File: config.mk
export PLATFORM = sky130hd
export DESIGN_NAME = remote_claim_handshake_access
export DESIGN_NICKNAME = d
export VERILOG_FILES = /design/src/rtl/handshake_pkg.sv /design/src/rtl/remote_claim_handshake_access.sv
export SDC_FILE = /design/constraint.sdc
export NUM_CORES = 1
export LEC_CHECK = 0
export BUFFER_PORTS_ARGS = -buffer_cell sky130_fd_sc_hd__clkbuf_2
export CAP_MARGIN = 5
export CORE_MARGIN = 1.5
export CORE_UTILIZATION = 35
export CTS_CLUSTER_SIZE = 10
export DETAILED_ROUTE_END_ITERATION = 10
export PLACE_DENSITY = 0.72
export SLEW_MARGIN = 20
export SYNTH_ARGS = -nofsm -noshare
export SYNTH_HDL_FRONTEND = slang
export SYNTH_SLANG_ARGS = --single-unit
File: constraint.sdc
create_clock -name clk -period 2.63 [get_ports clk]
set_input_delay 0.263 -clock clk [delete_from_list [all_inputs] [get_ports clk]]
set_output_delay 0.263 -clock clk [all_outputs]
set_load 0.03 [all_outputs]
File: src/rtl/handshake_pkg.sv
// Shared types and constants for the startup claim handshake block
// ==========================================================
// Functional notes
// - Short-reach port always sends V43 carriers
// - Long-reach port always sends A4 carriers
// - Extra carriers only from permitted list
// - Packet bonding flag equals aggregation available, except in MS
// - Time-division bonding flag always cleared
// - Mode select bonding flag equals aggregation enable
// - Customer request discovery bit equals availability
// - Customer request carries claim, clear bit zero
// - Every CL answered with ACK1
// - Read: one exchange, report received claim
// - Read reply has discovery bit cleared
// - Modify: two exchanges, ignore first claim
// - Set reply: discovery one, clear zero, code
// - Customer loads code only when register clear
// - Clear reply: discovery one, clear one, code
// - Customer clears register only on match
// - Modify reports claim from second exchange
// - Second reply has discovery bit cleared
package handshake_pkg;

  // ==========================================================
  // Widths and carrier permission
  localparam int unsigned CLAIM_W = 16;
  localparam int unsigned EXTRA_W = 8;
  localparam logic [EXTRA_W-1:0] PERMITTED_EXTRA = 8'h3c;
  localparam logic [CLAIM_W-1:0] CLAIM_RESET     = 16'h0000;

  // ==========================================================
  // Message kinds
  typedef enum logic [2:0] {
    MSG_NONE   = 3'h0,
    MSG_MR     = 3'h1,
    MSG_REQCLR = 3'h2,
    MSG_CLR    = 3'h3,
    MSG_CL     = 3'h4,
    MSG_ACK1   = 3'h5,
    MSG_MS     = 3'h6
  } msg_kind_t;

  // Management commands
  typedef enum logic [1:0] {
    CMD_READ  = 2'h1,
    CMD_SET   = 2'h2,
    CMD_CLEAR = 2'h3
  } cmd_t;

  typedef struct packed {
    msg_kind_t          kind;
    logic               discovery;
    logic               bonding;
    logic               tdmBond;
    logic               clearOnMatch;
    logic [CLAIM_W-1:0] claim;
  } hs_msg_t;

  typedef struct packed {
    logic               v43;
    logic               a4;
    logic [EXTRA_W-1:0] extra;
  } tone_t;

  localparam hs_msg_t MSG_RESET = '0;
  localparam tone_t   TONE_RESET = '0;

endpackage

File: src/rtl/remote_claim_handshake_access.sv
// Handshake message engine: carriers, claim register and remote access
`timescale 1ns/1ps
module remote_claim_handshake_access (
  // Clock and reset
  input  wire logic                                clk,
  input  wire logic                                reset,
  // Configuration
  input  wire logic                                isCentralOffice,
  input  wire logic                                shortReach,
  input  wire logic [handshake_pkg::EXTRA_W-1:0]   extraCarrierReq,
  input  wire logic                                aggregationAvailable,
  input  wire logic                                aggregationEnable,
  input  wire logic [handshake_pkg::CLAIM_W-1:0]   localClaimCode,
  // Management commands
  input  wire logic                                cmdValid,
  input  wire handshake_pkg::cmd_t                 cmd,
  input  wire logic                                modeSelectReq,
  input  wire logic                                sessionStart,
  output logic                                     busy,
  output logic                                     done,
  output logic [handshake_pkg::CLAIM_W-1:0]        result,
  // Link partner messages
  input  wire logic                                rxValid,
  input  wire handshake_pkg::hs_msg_t              rxMsg,
  output logic                                     txValid,
  output handshake_pkg::hs_msg_t                   txMsg,
  // Status
  output handshake_pkg::tone_t                     toneOut,
  output logic [handshake_pkg::CLAIM_W-1:0]        claimValue
);

  typedef enum logic [2:0] {
    ST_IDLE    = 3'b001,
    ST_WAITCLR = 3'b010,
    ST_WAITACK = 3'b100
  } state_t;

  state_t                            state_r;
  handshake_pkg::cmd_t               cmd_r;
  logic                              pass_r;
  logic                              busy_r;
  logic                              done_r;
  logic [handshake_pkg::CLAIM_W-1:0] result_r;
  logic                              txValid_r;
  handshake_pkg::hs_msg_t            txMsg_r;
  handshake_pkg::tone_t              tone_r;
  logic [handshake_pkg::CLAIM_W-1:0] claim_r;

  logic modify;
  logic lastPass;
  logic rxMr;
  logic rxReqClr;
  logic rxClr;
  logic rxCl;
  logic rxAck;

  // Message builder; time-division bonding never set
  function automatic handshake_pkg::hs_msg_t mk_msg(
    input handshake_pkg::msg_kind_t          kind,
    input logic                              disc,
    input logic                              bond,
    input logic                              com,
    input logic [handshake_pkg::CLAIM_W-1:0] claim
  );
    handshake_pkg::hs_msg_t m;
    m.kind         = kind;
    m.discovery    = disc;
    m.bonding      = bond;
    m.tdmBond      = 1'b0;
    m.clearOnMatch = com;
    m.claim        = claim;
    return m;
  endfunction

  assign modify   = (cmd_r != handshake_pkg::CMD_READ);
  assign lastPass = !modify || pass_r;
  assign rxMr     = rxValid && rxMsg.kind == handshake_pkg::MSG_MR;
  assign rxReqClr = rxValid && rxMsg.kind == handshake_pkg::MSG_REQCLR;
  assign rxClr    = rxValid && rxMsg.kind == handshake_pkg::MSG_CLR;
  assign rxCl     = rxValid && rxMsg.kind == handshake_pkg::MSG_CL;
  assign rxAck    = rxValid && rxMsg.kind == handshake_pkg::MSG_ACK1;

  // ==========================================================
  // Carrier selection
  always_ff @(posedge clk or posedge reset) begin
    if (reset) begin
      tone_r <= handshake_pkg::TONE_RESET;
    end else begin
      tone_r.v43   <= shortReach;
      tone_r.a4    <= !shortReach;
      // Masked so a bad request can never reach the line
      tone_r.extra <= extraCarrierReq & handshake_pkg::PERMITTED_EXTRA;
    end
  end

  // ==========================================================
  // Central-office command sequencer
  always_ff @(posedge clk or posedge reset) begin
    if (reset) begin
      state_r  <= ST_IDLE;
      cmd_r    <= handshake_pkg::CMD_READ;
      pass_r   <= 1'b0;
      busy_r   <= 1'b0;
      done_r   <= 1'b0;
      result_r <= handshake_pkg::CLAIM_RESET;
    end else begin
      done_r <= 1'b0;
      case (state_r)
        ST_IDLE: begin
          // Commands while busy are ignored, not queued
          if (isCentralOffice && cmdValid) begin
            cmd_r   <= cmd;
            pass_r  <= 1'b0;
            busy_r  <= 1'b1;
            state_r <= ST_WAITCLR;
          end
        end
        ST_WAITCLR: begin
          if (rxClr) begin
            if (lastPass) begin
              result_r <= rxMsg.claim;
            end
            state_r <= ST_WAITACK;
          end
        end
        ST_WAITACK: begin
          if (rxAck) begin
            if (lastPass) begin
              busy_r  <= 1'b0;
              done_r  <= 1'b1;
              state_r <= ST_IDLE;
            end else begin
              pass_r  <= 1'b1;
              state_r <= ST_WAITCLR;
            end
          end
        end
        default: begin
          state_r <= ST_IDLE;
        end
      endcase
    end
  end

  // ==========================================================
  // Customer-end claim register
  always_ff @(posedge clk or posedge reset) begin
    if (reset) begin
      claim_r <= handshake_pkg::CLAIM_RESET;
    end else if (!isCentralOffice && rxCl && rxMsg.discovery) begin
      if (!rxMsg.clearOnMatch && claim_r == handshake_pkg::CLAIM_RESET) begin
        claim_r <= rxMsg.claim;
      end else if (rxMsg.clearOnMatch && claim_r == rxMsg.claim) begin
        claim_r <= handshake_pkg::CLAIM_RESET;
      end
    end
  end

  // ==========================================================
  // Outgoing messages
  always_ff @(posedge clk or posedge reset) begin
    if (reset) begin
      txValid_r <= 1'b0;
      txMsg_r   <= handshake_pkg::MSG_RESET;
    end else begin
      txValid_r <= 1'b0;
      if (isCentralOffice) begin
        if (state_r == ST_WAITCLR && rxMr) begin
          txValid_r <= 1'b1;
          txMsg_r   <= mk_msg(handshake_pkg::MSG_REQCLR, 1'b0,
                              aggregationAvailable, 1'b0,
                              handshake_pkg::CLAIM_RESET);
        end else if (state_r == ST_WAITCLR && rxClr) begin
          txValid_r <= 1'b1;
          // First modify pass carries the code; last pass reads only
          txMsg_r   <= mk_msg(handshake_pkg::MSG_CL, !lastPass,
                              aggregationAvailable,
                              !lastPass && cmd_r == handshake_pkg::CMD_CLEAR,
                              lastPass ? handshake_pkg::CLAIM_RESET
                                       : localClaimCode);
        end else if (state_r == ST_IDLE && rxMr && modeSelectReq) begin
          txValid_r <= 1'b1;
          txMsg_r   <= mk_msg(handshake_pkg::MSG_MS, 1'b0,
                              aggregationEnable, 1'b0,
                              handshake_pkg::CLAIM_RESET);
        end
      end else begin
        if (rxReqClr) begin
          txValid_r <= 1'b1;
          txMsg_r   <= mk_msg(handshake_pkg::MSG_CLR, aggregationAvailable,
                              aggregationAvailable, 1'b0,
                              claim_r);
        end else if (rxCl) begin
          txValid_r <= 1'b1;
          txMsg_r   <= mk_msg(handshake_pkg::MSG_ACK1, 1'b0,
                              aggregationAvailable, 1'b0,
                              handshake_pkg::CLAIM_RESET);
        end else if (sessionStart) begin
          txValid_r <= 1'b1;
          txMsg_r   <= mk_msg(handshake_pkg::MSG_MR, 1'b0,
                              aggregationAvailable, 1'b0,
                              handshake_pkg::CLAIM_RESET);
        end
      end
    end
  end

  assign busy       = busy_r;
  assign done       = done_r;
  assign result     = result_r;
  assign txValid    = txValid_r;
  assign txMsg      = txMsg_r;
  assign toneOut    = tone_r;
  assign claimValue = claim_r;

  // ==========================================================
  // Assertions
  property p_v43;
    @(posedge clk) disable iff (reset) shortReach |=> toneOut.v43;
  endproperty
  a_v43: assert property (p_v43) else $error("V43 missing");

  property p_a4;
    @(posedge clk) disable iff (reset) !shortReach |=> toneOut.a4;
  endproperty
  a_a4: assert property (p_a4) else $error("A4 missing");

  property p_extra;
    @(posedge clk) disable iff (reset)
      (toneOut.extra & ~handshake_pkg::PERMITTED_EXTRA) == '0;
  endproperty
  a_extra: assert property (p_extra) else $error("Bad carrier");

  property p_bond;
    @(posedge clk) disable iff (reset)
      txValid && txMsg.kind != handshake_pkg::MSG_MS
      |-> txMsg.bonding == $past(aggregationAvailable);
  endproperty
  a_bond: assert property (p_bond) else $error("Bonding flag wrong");

  property p_tdm;
    @(posedge clk) disable iff (reset) txValid |-> !txMsg.tdmBond;
  endproperty
  a_tdm: assert property (p_tdm) else $error("Time-division bond set");

  property p_ms;
    @(posedge clk) disable iff (reset)
      txValid && txMsg.kind == handshake_pkg::MSG_MS
      |-> txMsg.bonding == $past(aggregationEnable);
  endproperty
  a_ms: assert property (p_ms) else $error("MS bonding wrong");

  property p_clr;
    @(posedge clk) disable iff (reset)
      txValid && txMsg.kind == handshake_pkg::MSG_CLR
      |-> txMsg.discovery == $past(aggregationAvailable)
          && !txMsg.clearOnMatch && txMsg.claim == $past(claimValue);
  endproperty
  a_clr: assert property (p_clr) else $error("CLR content wrong");

  property p_ack;
    @(posedge clk) disable iff (reset)
      rxCl && !isCentralOffice
      |=> txValid && txMsg.kind == handshake_pkg::MSG_ACK1;
  endproperty
  a_ack: assert property (p_ack) else $error("CL not acked");

  property p_result;
    @(posedge clk) disable iff (reset)
      state_r == ST_WAITCLR && rxClr && lastPass
      |=> result == $past(rxMsg.claim) ##1 1'b1;
  endproperty
  a_result: assert property (p_result) else $error("Result wrong");

  property p_cl;
    @(posedge clk) disable iff (reset)
      state_r == ST_WAITCLR && rxClr
      |=> txValid && txMsg.discovery == !$past(lastPass)
          && txMsg.clearOnMatch ==
             (!$past(lastPass) && cmd_r == handshake_pkg::CMD_CLEAR)
          && txMsg.claim == ($past(lastPass) ? handshake_pkg::CLAIM_RESET
                                             : $past(localClaimCode));
  endproperty
  a_cl: assert property (p_cl) else $error("CL content wrong");

  property p_set;
    @(posedge clk) disable iff (reset)
      !isCentralOffice && rxCl && rxMsg.discovery && !rxMsg.clearOnMatch
      && claimValue != handshake_pkg::CLAIM_RESET
      |=> $stable(claimValue);
  endproperty
  a_set: assert property (p_set) else $error("Claim overwritten");

  property p_clear;
    @(posedge clk) disable iff (reset)
      !isCentralOffice && rxCl && rxMsg.discovery && rxMsg.clearOnMatch
      && claimValue == rxMsg.claim |=> claimValue == '0;
  endproperty
  a_clear: assert property (p_clear) else $error("Claim not cleared");

  property p_one;
    @(posedge clk) disable iff (reset) busy && cmdValid |=> $stable(cmd_r);
  endproperty
  a_one: assert property (p_one) else $error("Command replaced");

  c_read: cover property (@(posedge clk) disable iff (reset)
    done && cmd_r == handshake_pkg::CMD_READ);
  c_set: cover property (@(posedge clk) disable iff (reset)
    done && cmd_r == handshake_pkg::CMD_SET);
  c_clear: cover property (@(posedge clk) disable iff (reset)
    done && cmd_r == handshake_pkg::CMD_CLEAR);
  c_load: cover property (@(posedge clk) disable iff (reset)
    $rose(|claimValue));

endmodule

Word-level counts from Yosys, hierarchy flattened:

Cells that the tools add are included.

* eq/ne operators: 17
* muxes and demuxes: 33
* reduce and logical (&&, ||, !) cells: 32

Operators by type and width (count)
* 23-bit 2-to-1 mux: 7
* 16-bit 2-to-1 mux: 3
* 16-bit equality test: 1
* 16-bit logical NOT: 1
* 1-bit 2-to-1 mux: 16
* 1-bit logical AND: 15
* 2-bit inequality test, second input constant: 5
* 3-bit by 2-bit equality test with 1-bit output, second input constant: 3
* 3-bit equality test, second input constant: 3
* 3-bit 2-to-1 mux: 3
* 3-bit one-hot mux with 3 select lines: 1
* 4-bit AND reduction: 2
* 3-bit by 1-bit equality test with 1-bit output, second input constant: 2
* 2-bit AND reduction: 3
* 3-bit AND reduction: 2
* 1-bit logical NOT: 5
* 4-bit by 1-bit inequality test with 1-bit output, second input constant: 1
* 1-bit one-hot mux with 2 select lines: 2
* 2-bit nonzero test: 2
* 4-bit nonzero test: 1
* 2-bit equality test, second input constant: 1
* 2-bit 2-to-1 mux: 1
* 2-bit by 1-bit inequality test with 1-bit output, second input constant: 1
* 1-bit logical OR: 1

* bits in registers: 70
* input port bits: 59
* output and inout bits: 68

Depth between registers and ports, before layout:

Gate-level depths: netlist (run 1).

* word-level depth: 8
* gate-level depth with buffers: 7

Worst setup path before layout (run 1):

No wires, ideal clock.

* path kind: reg2reg
* start: reg state_r[2]
* end: reg result_r (netlist bit result[0])
* setup time: 0.125 ns
* data arrival time: 1.790 ns
* setup slack: 0.715 ns
* stages on the path, launching flop included: 8
* period minus slack after synthesis: 1.915 ns
* cell sequence: dfrtp_1 -> buf_6 -> or3b_4 -> or2_1 -> nand2b_4 -> buf_6 -> buf_6 -> mux2_4

* cells in the longest elaborated chain, start to end: 2

Ends and longest elaborated chain
* start: declaration: RTL line remote_claim_handshake_access.sv:38 `state_t state_r;`
* start signal: assignment: RTL line remote_claim_handshake_access.sv:100 `state_r <= ST_IDLE;`
* start signal: assignment: RTL line remote_claim_handshake_access.sv:115 `state_r <= ST_WAITCLR;`
* start signal: assignment: RTL line remote_claim_handshake_access.sv:123 `state_r <= ST_WAITACK;`
* 3-bit by 2-bit equality test with 1-bit output: RTL line remote_claim_handshake_access.sv:108 `case (state_r)`
* 3-bit AND reduction (no source line)
* end signal: assignment: RTL line remote_claim_handshake_access.sv:105 `result_r <= handshake_pkg::CLAIM_RESET;`
* end signal: assignment: RTL line remote_claim_handshake_access.sv:121 `result_r <= rxMsg.claim;`
* end: declaration: RTL line remote_claim_handshake_access.sv:43 `logic [handshake_pkg::CLAIM_W-1:0] result_r;`

Every way passes these cells.
A chain may end at the register's enable or synchronous reset.

Worst setup path after layout (run 1):

* start: reg state_r[0]
* end: reg txMsg_r (netlist bit txMsg[22])

* cells in the longest elaborated chain, start to end: 5
* elaborated cells between the ends (all ways): 11

Ends and longest elaborated chain
* 3-bit by 1-bit equality test with 1-bit output / 3-bit by 2-bit equality test with 1-bit output (equally long branches): RTL line remote_claim_handshake_access.sv:181, remote_claim_handshake_access.sv:168, remote_claim_handshake_access.sv:173
* 1-bit logical AND (on tied branches): RTL line remote_claim_handshake_access.sv:181, remote_claim_handshake_access.sv:173
* 1-bit logical AND / 23-bit 2-to-1 mux (equally long branches): RTL line remote_claim_handshake_access.sv:181, remote_claim_handshake_access.sv:173
* 4-bit by 1-bit inequality test with 1-bit output (no source line) / 23-bit 2-to-1 mux (equally long branches)
* 2-bit AND reduction (no source line) / 23-bit 2-to-1 mux (equally long branches)
* end signal: assignment: RTL line remote_claim_handshake_access.sv:183 `txMsg_r <= mk_msg(handshake_pkg::MSG_MS, 1'b0,`
* end signal: assignment: RTL line remote_claim_handshake_access.sv:190 `txMsg_r <= mk_msg(handshake_pkg::MSG_CLR, aggregationAvailable,`
* end signal: assignment: RTL line remote_claim_handshake_access.sv:195 `txMsg_r <= mk_msg(handshake_pkg::MSG_ACK1, 1'b0,`
* end: declaration: RTL line remote_claim_handshake_access.sv:45 `handshake_pkg::hs_msg_t txMsg_r;`

Several ways; a longest one is shown, not always the timed one.

==> metrics.txt, run 1 <==
NumNets Final 485; Antenna Cells 0; post-synthesis simple-gate area fraction 0.130; Adder-Cell Fraction of Synth Area 0; delay-heaviest family, CP compound AO/OA/AOI/OAI gates; Post-synth EDFFs 0; Clk Latency, worst-skew pair 0.34 ns; most frequent cell after synthesis dfrtp_1; Post-synth top cells 67 x dfrtp_1, 34 x nand3_1, 24 x inv_1; failing checks negative hold slack; start point of the critical path state_r[0]; Tightest Pin Transition 0.716 ns; vias 2,862; Buf/Inv on CP 0; overflow left after global routing 0; PortBufs 115; Synth Register Bits 69; die height 101 um; WS Path Type flop to flop; clock tree buffer depth 2; drt pass-1 iters 4; Gate Count Post-Synth 313; Startpoint Class flop; global-route wire length before repair 14,400 um; antenna-violating nets left 0; clk root buf clkbuf_8; Synth warnings 0; H-tree Lvls 3; antenna violations before repair 0; drt via density 5.11; final worst path period share 0.775; post-CTS resize count 0; CP Data Arrival Time 2.26 ns; Post-DP HPWL 6530 um; Hold WC Path Type input pin to async pin; Starting Density 0.362; crit path to txMsg[22]; Setup TNS Final 0 ns; TritonCTS Buffers 9; sequential-to-total area share from yosys stat 0.517; Max Freq 491 MHz; clock sinks 69; clock slew at reported path FFs 0.07 ns; pin count of the biggest net entering global routing 41; Max stage delay on crit path 0.57 ns; Slew Limit Fails 0; fin util 0.457; crit end category flop; run status finished with violations; Final setup viols 0; top_reg_cell synth dfrtp_1; Crit Path Max Fanout 11; main combinational cell family by area after synthesis compound AO/OA/AOI/OAI gates; worst r2r path cells 4; Max Cap Viol 0; # rows 35; post-synth top area cell dfrtp_1; register-to-register setup slack 0.59 ns; width of the die 101 um; Netlist Area Pre-Place 3340 sq um; r2r endpoint txMsg[22]; Reg area 1730 sq um; area of the multi-input gates 1410 sq um; Final Hold Viols 1; vias in the first global route 2,782; share of cells above drive strength 1 0.362; worst path required time 2.86 ns; stages on the worst setup path 4; Yosys cell types 45; Area contributors post-synth dfrtp_1 50%, nand3_1 5.1%, mux2_4 4.5%; Iter 0 DRT Violations 238; core area 9240 sq um; Remaining DRCs 0; RSZ-0062 raised after global routing false; average cell area after synthesis 10.7 sq um; Post-synth ARST share 1.00; Peak VDD IR 0.300 mV; Static Leak 1.96 nW; boundary pin count 127; DRT Wirelength 9160 um; gr usage total 0.186; slowest CP cell dfstp_2; Fin Hold WS -0.0000304 ns; RR Startpoint state_r[0]; GP Congestion 0.824; crit path cell chain nand4bb_1, a211o_1, a21oi_2, mux2_2; Slew headroom 0.523; share of Yosys cell area claimed by the top area cell type 0.502; area grow syn2layout 26.2%; Tmin final 2.04 ns; clk_skew 0.00990 ns; detailed-route wire length per cell 16.4 um; Post-Synth XOR/XNOR Area 0.0446; Cell Pwr Density 547 nW/um^2; Filler Cell Count 906; Die Area 10,100 sq um; setup bufs post-CTS 0; post-synthesis mux area share 0.0786; CTS tree built; Synth Area in Compound Gates 0.163
stage by stage:
step | cells | setup WS [ns] | power [mW] | hold slack (ns) | area (sq um)
2_1_floorplan | 317 | 0.630 | 1.37 | 0.294 | 3360
3_3_place_gp | 543 | 0.642 | 1.48 | 0.375 | 4020
3_5_place_dp | 543 | 0.614 | 1.49 | 0.375 | 4020
4_1_cts | 559 | 0.606 | 2.35 | 0.00180 | 4210
5_1_grt | 560 | 0.473 | 2.42 | 0.000571 | 4220
6_report | 560 | 0.593 | 2.31 | -0.0000304 | 4220
cells in the final DEF, fill, tap and decap left out, types with 7 or more instances in the layout:
master / n
a22oi_1: 16
nand3_1: 34
dfrtp_1: 67
nor2_1: 7
o21ai_1: 18
xnor2_1: 16
o31ai_1: 16
o21ai_0: 20
clkbuf_2: 115
clkbuf_8: 9
inv_1: 23
mux2_4: 10
how the worst min path moves through the flow:
stage | end | slack [ns] | start | cells after the start
CTS | toneOut[4] | 0.002 | extraCarrierReq[4] | 1
global route | toneOut[4] | 0.0006 | extraCarrierReq[4] | 1
floorplan | toneOut[2] | 0.29 | extraCarrierReq[2] | 0
global placement | txMsg[4] | 0.38 | reset | 2
detailed placement | toneOut[4] | 0.37 | extraCarrierReq[4] | 1
finish | toneOut[5] | -0.00003 | reset | 2
final cells by class:
cell class | instances | share of cell area
Clock buffer | 10 | 0.0302
Clock inverter | 6 | 0.0151
Inverter | 24 | 0.0214
Multi-Input combinational cell | 201 | 0.335
Sequential cell | 69 | 0.410
Tap cell | 129 | 0.0383
Timing Repair Buffer | 121 | 0.151
flip-flops by register name, summed over array words and instances, names as in the netlist:
register	cells
done	1
txValid	1
cmd_r	2
state_r	3
pass_r	1
toneOut	6
claimValue	16
result	16
txMsg	22
busy	1
cell families (layout without fill, tap and decap cells):
kind of cell,count (synthesis),after routing
DFF,69,69
xor gates and xnor gates,17,17
and+or+nand+nor,75,75
AOI/OAI and AO/OA,84,84
buffers and inverters,47,161
other,1,5
muxes,20,20
power breakdown:
group	internal [mW]	switching [mW]	total (mW)	leakage [nW]
logic	0.114	0.209	0.323	1.03
registers	1.11	0.0316	1.14	0.834
clock network	0.436	0.406	0.842	0.0923
repair_timing:
item                                    4_1_cts  5_1_grt
hold endpoints to repair                      0        1
hold buffers                                  0        1
endpoints found under the setup margin        0        0
per-layer routing:
metal | global-route usage | share of wire
met3 | 0.0485 | 0.060
met2 | 0.299 | 0.49
met1 | 0.238 | 0.43
met5 | 0 | 0
met4 | 0.0737 | 0.021
Note: power is estimated with default switching activity, not from simulation.
==> inputs of run 2 (changes only) <==
==> constraint.sdc (replaced) <==
create_clock -name clk -period 2.1 [get_ports clk]
set_input_delay 0.21 -clock clk [delete_from_list [all_inputs] [get_ports clk]]
set_output_delay 0.21 -clock clk [all_outputs]
set_load 0.03 [all_outputs]
==> metrics.txt, run 2 (synthesis results as in run 1) <==
fin area 4360 sq um; die height 101 um; total power 2.97 mW; Post-DP HPWL 6540 um; run status finished clean; setup bufs post-CTS 0; fin cells 575; GP Congestion 0.827; clock sinks 69; Tmin final 1.89 ns; Placed Cells 553; area grow syn2layout 30.4%; Fin Hold WS 0.0960 ns; WS Path Type flop to flop; share of cells above drive strength 1 0.374; Final setup viols 0; Setup TNS Final 0 ns; busiest layer in global routing met2; CTS tree built; antenna-violating nets left 0; crit path cell chain or3b_4, or2_1, nand2b_4, mux2_1; Static Leak 2.03 nW; Final Hold Viols 0; boundary pin count 127; register-to-register setup slack 0.21 ns; TritonCTS Buffers 9; placed cell areas 4090 sq um; clock tree buffer depth 2; Buf/Inv on CP 0; clock slew at reported path FFs 0.08 ns; Max stage delay on crit path 0.44 ns; Cell Pwr Density 682 nW/um^2; drt pass-1 iters 4; Max Freq 529 MHz; detailed-route wire length per cell 16.1 um; RSZ-0062 raised after global routing false; overflow left after global routing 0; r2r endpoint result[15]; clk root buf clkbuf_8; most frequent cells in the layout 115 x clkbuf_2, 67 x dfrtp_1, 34 x nand3_1; delay-heaviest family, CP simple AND/OR/NAND/NOR gates; Hold-fix buffers, CTS 6; pin count of the biggest net entering global routing 70; gr usage total 0.191; clk_skew 0.0172 ns; Max Cap Viol 0; Antenna Cells 0; global-route wire length before repair 15,000 um; NumNets Final 500; Slew Limit Fails 0; core area 9240 sq um; Peak VDD IR 0.256 mV; most common cell after layout, fill and taps aside clkbuf_2; Remaining DRCs 0; Die Area 10,100 sq um; max reg flops 22; Hold Startpoint cmd[1]; final worst path period share 0.901; met1 usage 0.260; worst path required time 2.32 ns; vias in the first global route 2,826; antenna violations before repair 0; DRT Wirelength 9240 um; vias 2,928; CP Data Arrival Time 2.11 ns; worst r2r path cells 4; Crit Path Max Fanout 16; met3 usage 0.0374; crit end category flop; H-tree Lvls 3; met2 Resource Use GR 0.305; width of the die 101 um; RR Startpoint state_r[1]; Startpoint Class flop; Hold WC Path Type input pin to flop; # rows 35; hold path endpoint cmd_r[1]; Clk Latency, worst-skew pair 0.34 ns; PortBufs 115; Starting Density 0.362; slowest CP cell dfrtp_1; Iter 0 DRT Violations 204; Tightest Pin Transition 0.520 ns; Hold Crit Depth 3; drt via density 5.09; Slew headroom 0.653; post-CTS resize count 0
run 2: cell types whose count changed in the layout (fill, tap and decap cells not counted), sizes merged:
cell,before,now
clkbuf,125,124
clkinv,3,1
dlygate4sd3,1,6
buf,5,15
inv,24,27
run 2: layout make-up:
class	instances	area (sq um)
Fill cell	856	4880
Sequential cell	69	1730
Multi-Input combinational cell	201	1410
Timing Repair Buffer	136	761
Tap cell	129	161
Clock buffer	9	124
Inverter	24	90.1
Clock inverter	7	80.1
run 2: how the worst max path moves through the flow:
stage	from	to	slack, ns	cells past startpoint
6_report	state_r[1]	result[15]	0.21	4
5_1_grt	state_r[1]	result[13]	0.12	4
4_1_cts	state_r[1]	result[13]	0.19	4
3_5_place_dp	state_r[1]	result[13]	0.22	4
3_3_place_gp	state_r[1]	result[11]	0.27	4
2_1_floorplan	reset	busy	0.15	1
run 2: metrics by stage:
step / setup slack (ns) / util
4_1_cts: 0.186 / 0.471
5_1_grt: 0.120 / 0.471
6_report: 0.208 / 0.471
3_3_place_gp: 0.267 / 0.443
3_5_place_dp: 0.215 / 0.443
2_1_floorplan: 0.153 / -
run 2: metal layers:
layer / wire length, um / vias up / part of all wire
met5: 0 / - / 0
met4: 118 / 0 / 0.013
met3: 685 / 13 / 0.074
met2: 4460 / 123 / 0.48
met1: 3970 / 1416 / 0.43
li1: - / 1376 / -
run 2: worst reg2reg max path, cell delays in order (launching register included):
cell and delay (ns):
dfrtp_1 0.44, or3b_4 0.42, or2_1 0.26, nand2b_4 0.29, mux2_1 0.38
run 2: power breakdown:
| group | internal [mW] | switching, mW |
|---|---|---|
| Sequential | 1.39 | 0.0388 |
| Clock | 0.563 | 0.561 |
| Combinational | 0.153 | 0.264 |
| Total | 2.11 | 0.864 |
==> inputs of run 3 (changes only) <==
--- a/config.mk
+++ b/config.mk
@@ -7,8 +7,9 @@
 export LEC_CHECK = 0
 export BUFFER_PORTS_ARGS = -buffer_cell sky130_fd_sc_hd__clkbuf_2
 export CAP_MARGIN = 5
-export CORE_MARGIN = 1.5
+export CORE_MARGIN = 3
 export CORE_UTILIZATION = 35
+export CTS_BUF_LIST = sky130_fd_sc_hd__clkbuf_4 sky130_fd_sc_hd__clkbuf_8
 export CTS_CLUSTER_SIZE = 10
 export DETAILED_ROUTE_END_ITERATION = 10
 export PLACE_DENSITY = 0.72
==> metrics.txt, run 3 (synthesis results as in run 1) <==
run status finished clean; width of the die 104 um; most frequent cells in the layout 115 x clkbuf_2, 67 x dfrtp_1, 34 x nand3_1; Antenna Cells 0; global-route wire length before repair 15,600 um; GP Congestion 0.843; Crit Path Max Fanout 16; antenna violations before repair 0; CTS tree built; Iter 0 DRT Violations 189; Internal 2.46 mW; vias 2,974; final worst path period share 0.904; combinational power share 0.126; TritonCTS Buffers 9; drt via density 5.15; clock sinks 69; overflow left after global routing 0; Cell Pwr Density 747 nW/um^2; Buf/Inv on CP 0; fin cells 578; Final Hold Viols 0; RSZ-0062 raised after global routing false; Slew Limit Fails 0; clock slew at reported path FFs 0.08 ns; worst path required time 2.32 ns; clk root buf clkbuf_8; Post-DP HPWL 6920 um; area of the multi-input gates 1410 sq um; r2r endpoint result[10]; area grow syn2layout 32.6%; register-to-register setup slack 0.20 ns; sequential share of power 0.432; Sw Ratio 0.256; Remaining DRCs 0; Clk Latency, worst-skew pair 0.34 ns; detailed-route wire length per cell 16.4 um; Filler Cell Count 867; RR Startpoint state_r[1]; slowest CP cell dfrtp_1; DRT Wirelength 9460 um; most common cell after layout, fill and taps aside clkbuf_2; Clock Power Share 0.442; max reg flops 22; Tightest Pin Transition 0.555 ns; Startpoint Class flop; Starting Density 0.362; PortBufs 115; core area 9240 sq um; die height 104 um; clock tree buffer depth 2; hold path endpoint cmd_r[1]; crit end category flop; boundary pin count 127; vias in the first global route 3,131; Die Area 10,800 sq um; Peak VDD IR 0.265 mV; Slew headroom 0.630; Hold Startpoint cmd[1]; CP Data Arrival Time 2.11 ns; Hold Crit Depth 3; clk_skew 0.0155 ns; Hold WC Path Type input pin to flop; crit path cell chain or3b_4, or2_1, nand2b_4, mux2_1; NumNets Final 503; Static Leak 2.07 nW; H-tree Lvls 3; share of cells above drive strength 1 0.379; Setup TNS Final 0 ns; WS Path Type flop to flop; worst r2r path cells 4; total power 3.31 mW; Reg area 1730 sq um; Max stage delay on crit path 0.44 ns; delay-heaviest family, CP simple AND/OR/NAND/NOR gates; drt pass-1 iters 4; Final setup viols 0; setup bufs post-CTS 0; # rows 35; post-CTS resize count 0; Max Cap Viol 0; Placed Cells 556; Max Freq 527 MHz; pin count of the biggest net entering global routing 44; Fin Hold WS 0.112 ns; Tmin final 1.90 ns; gr usage total 0.178; antenna-violating nets left 0; P_sw 848 uW
-- run 3: cell types whose count changed in the layout (fill, tap and decap cells not counted) --
cell | before | now
inv_6 | 3 | 2
clkinv_4 | 1 | 0
clkinvlp_4 | 2 | 1
bufinv_16 | 1 | 4
buf_4 | 14 | 18
buf_12 | 1 | 0
-- run 3: stage by stage --
step | worst slack [ns] | utilization | area [sq um]
detailed placement | 0.250 | 0.444 | 4100
CTS | 0.198 | 0.480 | 4430
finish | 0.202 | 0.480 | 4430
global route | 0.134 | 0.480 | 4430
global placement | 0.267 | 0.444 | 4100
floorplan | 0.153 | - | 3360
-- run 3: final cells by class --
cell class | count | area share
Clock buffer | 9 | 0.0280
Clock inverter | 7 | 0.0327
Inverter | 24 | 0.0203
Multi-Input combinational cell | 201 | 0.318
Sequential cell | 69 | 0.390
Tap cell | 129 | 0.0364
Timing Repair Buffer | 139 | 0.174
-- run 3: routing by layer --
layer  up-vias  part of all wire  wire [um]  GRT usage
met2       129              0.49       4590      0.285
met5         -                 0          0          0
met4         0             0.016        148     0.0703
met3        14             0.068        645     0.0411
li1       1386                 -          -          -
met1      1445              0.43       4080      0.234
-- run 3: worst register-to-register path, cell delays in order, from the launching register on --
cell and delay [ns]:
dfrtp_1 0.44, or3b_4 0.41, or2_1 0.26, nand2b_4 0.30, mux2_1 0.37
-- run 3: power by group through the flow --
stage          Clock (mW)  Sequential [mW]  Combinational [mW]
3_3_place_gp            0             1.45               0.404
6_report             1.46             1.43               0.417
3_5_place_dp            0             1.46               0.412
5_1_grt              1.56             1.44               0.454
2_1_floorplan           0             1.54               0.168
4_1_cts              1.50             1.43               0.422
-- run 3: worst max-delay path by stage --
stage	from	endpoint	slack, ns	cells after the start
6_report	state_r[1]	result[10]	0.20	4
3_3_place_gp	state_r[1]	result[11]	0.27	4
2_1_floorplan	reset	busy	0.15	1
4_1_cts	state_r[1]	result[10]	0.20	4
5_1_grt	state_r[2]	txMsg[14]	0.13	6
3_5_place_dp	state_r[1]	result[10]	0.25	4
-- run 3: what timing repair did --
action	in CTS	in global routing
endpoints found under the setup margin	0	0
hold endpoints to repair	31	0
hold buffers	6	0
